## src/dsw_defs.vh

```
`ifndef DSW_DEFS_VH
`define DSW_DEFS_VH
// Input word geometry
`define DSW_WORD_W 16
// Falling edges needed to commit a frame
`define DSW_COMMIT_EDGES 5'h10
// Falls counter ceiling, so overlong chained frames cannot wrap it
`define DSW_FALL_SAT 5'h1f
// Reset value of the shift register and the last committed word
`define DSW_WORD_RESET 16'h0000
// Word fields: mode/address nibble and 12-bit value
`define DSW_ADDR_MSB 15
`define DSW_ADDR_LSB 12
`define DSW_DATA_MSB 11
`define DSW_DATA_LSB 0
// Channel count and value width
`define DSW_CHANNELS 8
`define DSW_VAL_W 12
// Reset value of every channel
`define DSW_VAL_RESET 12'h000
`endif

```

## src/dsw_receiver.v

```verilog
// Contract
// - With frame select low, sample data on each serial clock fall into 16-bit register
// - After 16 or more falls, frame select rise commits word and updates outputs
// - Frame select rise before sixteenth fall aborts; word discarded, no state change
// - Chain output passes shifted-out bits; valid only after more than 16 clocks
// - Committed word selects mode, power-down and channel register or output value
// - After reset all channel outputs stay zero until first valid frame commits
`timescale 1ns/1ns
`include "dsw_defs.vh"
module dsw_receiver #(
    parameter CH = `DSW_CHANNELS,
    parameter VW = `DSW_VAL_W
) (
    // Clock and synchronous reset
    input wire clk_sys,
    input wire sys_rst,
    // Host pins, all asynchronous to clk_sys
    input wire frame_sel_n,
    input wire ser_clk,
    input wire ser_din,
    // Chain output towards a following device
    output reg ser_dout,
    // Converter bank as the analog side would see it
    output reg [CH*VW-1:0] chan_value,
    output reg [CH-1:0] chan_pdown,
    output reg [1:0] pdown_term,
    // Frame outcome, for whoever watches the link
    output reg word_strobe,
    output reg [`DSW_WORD_W-1:0] word_last,
    output reg frame_abort
);
    // Address/mode field codes, small decode of the command nibble
    localparam [3:0] CMD_ALL_SAME = 4'h8;
    localparam [3:0] CMD_WRM = 4'h9;
    localparam [3:0] CMD_PD_HIZ = 4'hd;
    localparam [3:0] CMD_PD_1K = 4'he;
    localparam [3:0] CMD_PD_100K = 4'hf;
    localparam [3:0] CMD_UPD = 4'ha;
    localparam [3:0] CMD_CHA_WRM = 4'hb;

    // Synchroniser outputs and one cycle of edge history
    wire [2:0] pins_s;
    reg sclk_d_r;
    reg sel_d_r;
    // Word in flight and the number of falls seen in this frame
    reg [`DSW_WORD_W-1:0] shift_r;
    reg [4:0] fall_cnt_r;
    // Deferred-write mode and the values held behind the outputs
    reg wrm_mode_r;
    reg [CH*VW-1:0] hold_r;

    // Pins come from another domain
    dsw_sync #(.W(3)) u_sync (
        .clk_sys(clk_sys),
        .sys_rst(sys_rst),
        .d({frame_sel_n, ser_clk, ser_din}),
        .q(pins_s)
    );

    // Named pins and their edges; history resets to the idle levels, so no false edge
    wire sel_n_s = pins_s[2];
    wire sclk_s = pins_s[1];
    wire din_s = pins_s[0];
    wire sclk_fall = sclk_d_r & ~sclk_s;
    wire sel_rise = ~sel_d_r & sel_n_s;
    // Command nibble and value field of the word in flight
    wire [3:0] cmd = shift_r[`DSW_ADDR_MSB:`DSW_ADDR_LSB];
    wire [VW-1:0] val = shift_r[`DSW_DATA_MSB:`DSW_DATA_LSB];

    // Edge history of synchronised pins
    always @(posedge clk_sys) begin
        if (sys_rst) begin
            sclk_d_r <= 1'b1;
            sel_d_r <= 1'b1;
        end else begin
            sclk_d_r <= sclk_s;
            sel_d_r <= sel_n_s;
        end
    end

    // Shift register and edge count; the count saturates so long frames still commit
    always @(posedge clk_sys) begin
        if (sys_rst) begin
            shift_r <= `DSW_WORD_RESET;
            fall_cnt_r <= 5'h00;
        end else if (sel_n_s) begin
            fall_cnt_r <= 5'h00;
        end else if (sclk_fall) begin
            shift_r <= {shift_r[`DSW_WORD_W-2:0], din_s};
            if (fall_cnt_r != `DSW_FALL_SAT) begin
                fall_cnt_r <= fall_cnt_r + 5'h01;
            end
        end
    end

    // Chain output; the old top bit leaves on every fall, so a following device
    // sees nothing it can use until more than 16 falls have passed
    always @(posedge clk_sys) begin
        if (sys_rst) begin
            ser_dout <= 1'b0;
        end else if (!sel_n_s && sclk_fall) begin
            ser_dout <= shift_r[`DSW_WORD_W-1];
        end
    end

    // Falls needed before a frame end commits instead of aborting
    function frame_long;
        input [4:0] falls;
        begin
            frame_long = (falls >= `DSW_COMMIT_EDGES);
        end
    endfunction

    // Value slot of one channel within a packed bank
    function [VW-1:0] slot_get;
        input [CH*VW-1:0] bank;
        input integer idx;
        begin
            slot_get = bank[idx*VW +: VW];
        end
    endfunction

    // The three power-down codes; their low bits choose the termination
    function is_pdown_cmd;
        input [3:0] code;
        begin
            is_pdown_cmd = (code == CMD_PD_HIZ) || (code == CMD_PD_1K) || (code == CMD_PD_100K);
        end
    endfunction

    // Exactly one outcome per frame end; the slot field names the channel written
    wire commit = sel_rise && frame_long(fall_cnt_r);
    wire frame_short = sel_rise && !frame_long(fall_cnt_r);
    wire [2:0] slot = cmd[2:0];

    reg [CH*VW-1:0] chan_value_nxt;
    reg [CH*VW-1:0] hold_nxt;
    reg [CH-1:0] pdown_nxt;
    reg [1:0] term_nxt;
    reg wrm_nxt;
    integer i;

    // Next state of the bank; idle and aborted cycles keep every value
    always @* begin
        chan_value_nxt = chan_value;
        hold_nxt = hold_r;
        pdown_nxt = chan_pdown;
        term_nxt = pdown_term;
        wrm_nxt = wrm_mode_r;
        i = 0;
        if (commit) begin
            if (!cmd[3]) begin
                // A channel write also wakes that channel from power-down
                hold_nxt[slot*VW +: VW] = val;
                pdown_nxt[slot] = 1'b0;
                if (!wrm_mode_r) begin
                    chan_value_nxt[slot*VW +: VW] = val;
                end
            end else if (is_pdown_cmd(cmd)) begin
                // Power-down adds to the mask; only a channel write clears a bit
                pdown_nxt = chan_pdown | val[CH-1:0];
                term_nxt = cmd[1:0];
            end else begin
                case (cmd)
                CMD_WRM: begin
                    wrm_nxt = 1'b1;
                end
                CMD_ALL_SAME: begin
                    wrm_nxt = 1'b0;
                end
                CMD_UPD: begin
                    // Mask bit i moves held value i to its output
                    for (i = 0; i < CH; i = i + 1) begin
                        if (val[i]) begin
                            chan_value_nxt[i*VW +: VW] = slot_get(hold_r, i);
                        end
                    end
                end
                CMD_CHA_WRM: begin
                    // Channel 0 takes the new value while the others release what they hold
                    for (i = 0; i < CH; i = i + 1) begin
                        chan_value_nxt[i*VW +: VW] = slot_get(hold_r, i);
                    end
                    chan_value_nxt[0 +: VW] = val;
                    hold_nxt[0 +: VW] = val;
                end
                default: begin
                    // Codes with no meaning here are taken and ignored
                    wrm_nxt = wrm_mode_r;
                end
                endcase
            end
        end
    end

    // Bank registers and the one-cycle outcome pulses; all plain registers,
    // so the outputs never glitch while a word is decoded
    always @(posedge clk_sys) begin
        if (sys_rst) begin
            chan_value <= {CH*VW{1'b0}};
            hold_r <= {CH*VW{1'b0}};
            chan_pdown <= {CH{1'b0}};
            pdown_term <= 2'b00;
            wrm_mode_r <= 1'b0;
            word_strobe <= 1'b0;
            word_last <= `DSW_WORD_RESET;
            frame_abort <= 1'b0;
        end else begin
            chan_value <= chan_value_nxt;
            hold_r <= hold_nxt;
            chan_pdown <= pdown_nxt;
            pdown_term <= term_nxt;
            wrm_mode_r <= wrm_nxt;
            word_strobe <= commit;
            frame_abort <= frame_short;
            if (commit) begin
                word_last <= shift_r;
            end
        end
    end
endmodule

```

## src/dsw_sync.v

```verilog
`timescale 1ns/1ns
// Two-flop synchroniser, one per bit
module dsw_sync #(
    parameter W = 3
) (
    input wire clk_sys,
    input wire sys_rst,
    input wire [W-1:0] d,
    output reg [W-1:0] q
);
    reg [W-1:0] meta_r;

    // First stage feeds only the second stage
    always @(posedge clk_sys) begin
        if (sys_rst) begin
            // Select and clock pins idle high, so every bit resets there to avoid a false edge
            meta_r <= {W{1'b1}};
            q <= {W{1'b1}};
        end else begin
            meta_r <= d;
            q <= meta_r;
        end
    end
endmodule

```

## config.mk

```make
export PLATFORM = sky130hd
export DESIGN_NAME = dsw_receiver
export DESIGN_NICKNAME = d
export VERILOG_FILES = /design/src/dsw_receiver.v /design/src/dsw_sync.v
export VERILOG_INCLUDE_DIRS = /design/src /design/src/src
export SDC_FILE = /design/constraint.sdc
export NUM_CORES = 1
export LEC_CHECK = 0
export BUFFER_PORTS_ARGS = -buffer_cell sky130_fd_sc_hd__buf_2
export CAP_MARGIN = 15
export CELL_PAD_IN_SITES_DETAIL_PLACEMENT = 2
export CELL_PAD_IN_SITES_GLOBAL_PLACEMENT = 2
export CORE_MARGIN = 1.5
export CORE_UTILIZATION = 36
export CTS_CLUSTER_DIAMETER = 200
export DETAILED_ROUTE_END_ITERATION = 8
export HOLD_SLACK_MARGIN = 0.05
export PLACE_DENSITY_LB_ADDON = 0.1
export SYNTH_ARGS = -nofsm -noshare
export SYNTH_HDL_FRONTEND = slang
export SYNTH_HIERARCHICAL = 1
export SYNTH_SLANG_ARGS = --single-unit
```

## constraint.sdc

```tcl
create_clock -name clk_sys -period 4.3 [get_ports clk_sys]
set_input_delay 0.43 -clock clk_sys [delete_from_list [all_inputs] [get_ports clk_sys]]
set_output_delay 0.43 -clock clk_sys [all_outputs]
set_load 0.05 [all_outputs]
```

==> impl_metrics.env <==
export IMPL_yosysUniqueCellTypes=83
export IMPL_cp_required_ns=4.78
export IMPL_yosysTopAreaCell="dfxtp_1"
export IMPL_drt_total_wl_um=51100
export IMPL_ys_seq_area_share_pct=40.8
export IMPL_hold_class="reg2reg"
export IMPL_crit_arrival_ns=4.38
export IMPL_tns_ns=0
export IMPL_netlist_top_cells_count="dfxtp_1, nor2_1, nand2_1"
export IMPL_power_leakage_nw=5.44
export IMPL_grt_pass1_wl_um=78700
export IMPL_synthArstFlopShare_pct=0
export IMPL_post_route_period_util_pct=90.8
export IMPL_ios=130
export IMPL_final_util_pct=43.3
export IMPL_die_h_um=188
export IMPL_diodes=0
export IMPL_coreArea_mm2=0.0336
export IMPL_yosysTopAreaCellShare_pct=40.8
export IMPL_synth_most_common_cell="dfxtp_1"
export IMPL_fin_skew_ns=0.0188
export IMPL_crit_path_end_kind="register"
export IMPL_dieArea_mm2=0.0353
export IMPL_maxCapViolations=0
export IMPL_die_width_um=188
export IMPL_cts_setup_buffers=0
export IMPL_antenna_found_initial=0
export IMPL_synth_area_leaders="dfxtp_1, a21oi_1, nor2_1"
export IMPL_area_growth_pct=18.2
export IMPL_dr_pass1_iters=5
export IMPL_syn_num_nets=1512
export IMPL_drc=0
export IMPL_syn_area_mm2=0.0123
export IMPL_finalCriticalPeriod_ns=3.90
export IMPL_drive_above_1_share_pct=18.1
export IMPL_worst_hold_slack_ns=0.409
export IMPL_dr_first_iter_drc_count=720
export IMPL_detail_route_wl_per_cell_um=24.6
export IMPL_cts_root_buf="clkbuf_16"
export IMPL_worst_slack_ns=0.396
export IMPL_final_nets=1631
export IMPL_tritoncts="done"
export IMPL_ctsHtreeMaxLevel=1
export IMPL_dp_hpwl_um=36200
export IMPL_synth_enable_flop_cells=0
export IMPL_startpoint_type="register"
export IMPL_ir_drop_v=0.000318
export IMPL_multi_input_comb_area_mm2=0.00676
export IMPL_hold_violations=0
export IMPL_grt_overflow=0
export IMPL_crit_fanout=17
export IMPL_grt_max_degree=106
export IMPL_slew_headroom_pct=19.7
export IMPL_first_global_vias=13000
export IMPL_powerDensity_mw_per_mm2=341
export IMPL_place_congestion=0.923
export IMPL_clkLatencyLatePin_ns=0.58
export IMPL_cts_buffers=29
export IMPL_post_place_ws_ns=0.459
export IMPL_regArea_mm2=0.00503
export IMPL_fmax_mhz=256
export IMPL_vias=12400
export IMPL_fp_row_count=67
export IMPL_yosysWarnings=6
export IMPL_start_util_pct=36.7
export IMPL_tightest_slew_ns=1.20
export IMPL_status="complete, no violations"
export IMPL_fillers=3824
export IMPL_slew_viol_final=0
export IMPL_clockBufferDepth=3
export IMPL_grt_use_total_pct=28.4
export IMPL_port_buffers=129
export IMPL_ys_ff_latch=251
export IMPL_cts_resized=0
export IMPL_postSynthCellCount=1492
export IMPL_routed_via_density=5.95
export IMPL_syn_avg_cell_area_um2=8.26
export IMPL_clk_pin_slew_ns=0.06
export IMPL_synth_ff_type="dfxtp_1"
export IMPL_ant_nets=0
export IMPL_reg2reg_setup_slack_ns=0.40
export IMPL_critPathKind="reg2reg"
export IMPL_setup_viol=0
export IMPL_rsz0062_at_grt="no"
export IMPL_cts_sinks=251
[through the flow]
| step | cell area (um2) | total power [mW] | std cells |
|---|---|---|---|
| floorplan | 12300 | 2.53 | 1492 |
| global placement | 13600 | 2.57 | 2022 |
| detailed placement | 13600 | 2.57 | 2023 |
| CTS | 14600 | 5.04 | 2077 |
| global route | 14600 | 5.14 | 2079 |
| finish | 14600 | 4.97 | 2079 |
[kinds of logic (layout without fill, tap and decap cells)]
| logic type | after synthesis | in the layout | share of synthesized area, % |
|---|---|---|---|
| adders and majority gates | 15 | 15 | 1.58 |
| muxes | 47 | 47 | 3.96 |
| buffers and inverters | 138 | 277 | 4.45 |
| xor gates and xnor gates | 11 | 11 | 1.18 |
| DFF | 251 | 251 | 40.8 |
| and+or+nand+nor | 592 | 592 | 22.9 |
| AOI/OAI and AO/OA | 438 | 438 | 25.1 |
[sequential cells by signal (all words and copies together) (netlist names), 2 cells and up]
name           cells
u_sync/meta_r      3
chan_pdown         8
pdown_term         2
chan_value        96
word_last         16
hold_r            96
u_sync/q           3
fall_cnt_r         5
shift_r           16
[cell usage in the layout (no fill, tap or decap), types with 6 or more instances in the layout]
cell type / Yosys / layout
dfxtp_1: 251 / 250
nor2_1: 176 / 176
nand2_1: 168 / 168
a21oi_1: 134 / 134
buf_2: 8 / 128
buf_4: 3 / 63
nor3_1: 62 / 62
nand3_1: 53 / 53
a211oi_1: 47 / 47
o21ai_0: 35 / 35
mux2i_1: 33 / 33
a22o_1: 31 / 31
inv_1: 29 / 29
a221oi_1: 29 / 29
clkbuf_16: 0 / 29
a311oi_1: 26 / 26
a31oi_1: 22 / 22
a22oi_1: 19 / 19
and3_1: 17 / 17
nor2b_1: 16 / 16
nand4_1: 16 / 16
mux2_2: 14 / 14
ha_1: 14 / 14
nor4_1: 12 / 12
nand3b_1: 11 / 11
a21o_1: 10 / 10
nand2b_1: 9 / 9
o22ai_1: 9 / 9
o221a_2: 9 / 9
clkbuf_1: 90 / 9
o21ai_1: 6 / 6
or3_1: 6 / 6
or2_1: 6 / 6
[path summary, 6_finish.rpt]
check / endpoint / from / depth (start not counted)
setup / recovery: chan_value[39]$_SDFFE_PP0P_ / shift_r[12]$_SDFFE_PP0P_ / 10
hold / removal: u_sync/q[1]$_SDFF_PP1_ / u_sync/meta_r[1]$_SDFF_PP1_ / 1
setup reg to reg: chan_value[39]$_SDFFE_PP0P_ / shift_r[12]$_SDFFE_PP0P_ / 10
hold reg to reg: u_sync/q[1]$_SDFF_PP1_ / u_sync/meta_r[1]$_SDFF_PP1_ / 1
[repair_timing]
action	4_1_cts	5_1_grt
hold endpoints to repair	3	0
hold buffers	3	0
setup endpoints to repair	0	0
[worst max-delay path, stage by stage, from the launching register on]
cell,delay (ns)
dfxtp_1,0.34
ha_1,0.31
fa_1,0.53
buf_4,0.24
xor2_2,0.72
buf_4,0.28
nand3_1,0.08
or4b_1,0.51
a221oi_1,0.45
a21oi_1,0.11
a211oi_1,0.24
[cell type report]
type	count	share of cell area (%)
clock inverters	9	0.782
well taps	448	3.85
clock buffers	42	5.59
inverters	29	0.747
repair buffers	197	8.12
flip-flops and latches	251	34.5
multi-input cells	1103	46.4
[where the power goes]
| group | internal, mW | switching (mW) |
|---|---|---|
| combinational | 0.0425 | 0.119 |
| sequential | 2.34 | 0.0155 |
| clock | 1.43 | 1.02 |
[routing by layer]
layer / routed length (um) / track usage [%] / up-vias
li1: - / - / 5720
met4: 1340 / 8.55 / 0
met1: 23400 / 37.4 / 6255
met5: 0 / 0 / -
met3: 2320 / 4.29 / 87
met2: 24100 / 47.6 / 304
(Power assumes the default switching activity.)
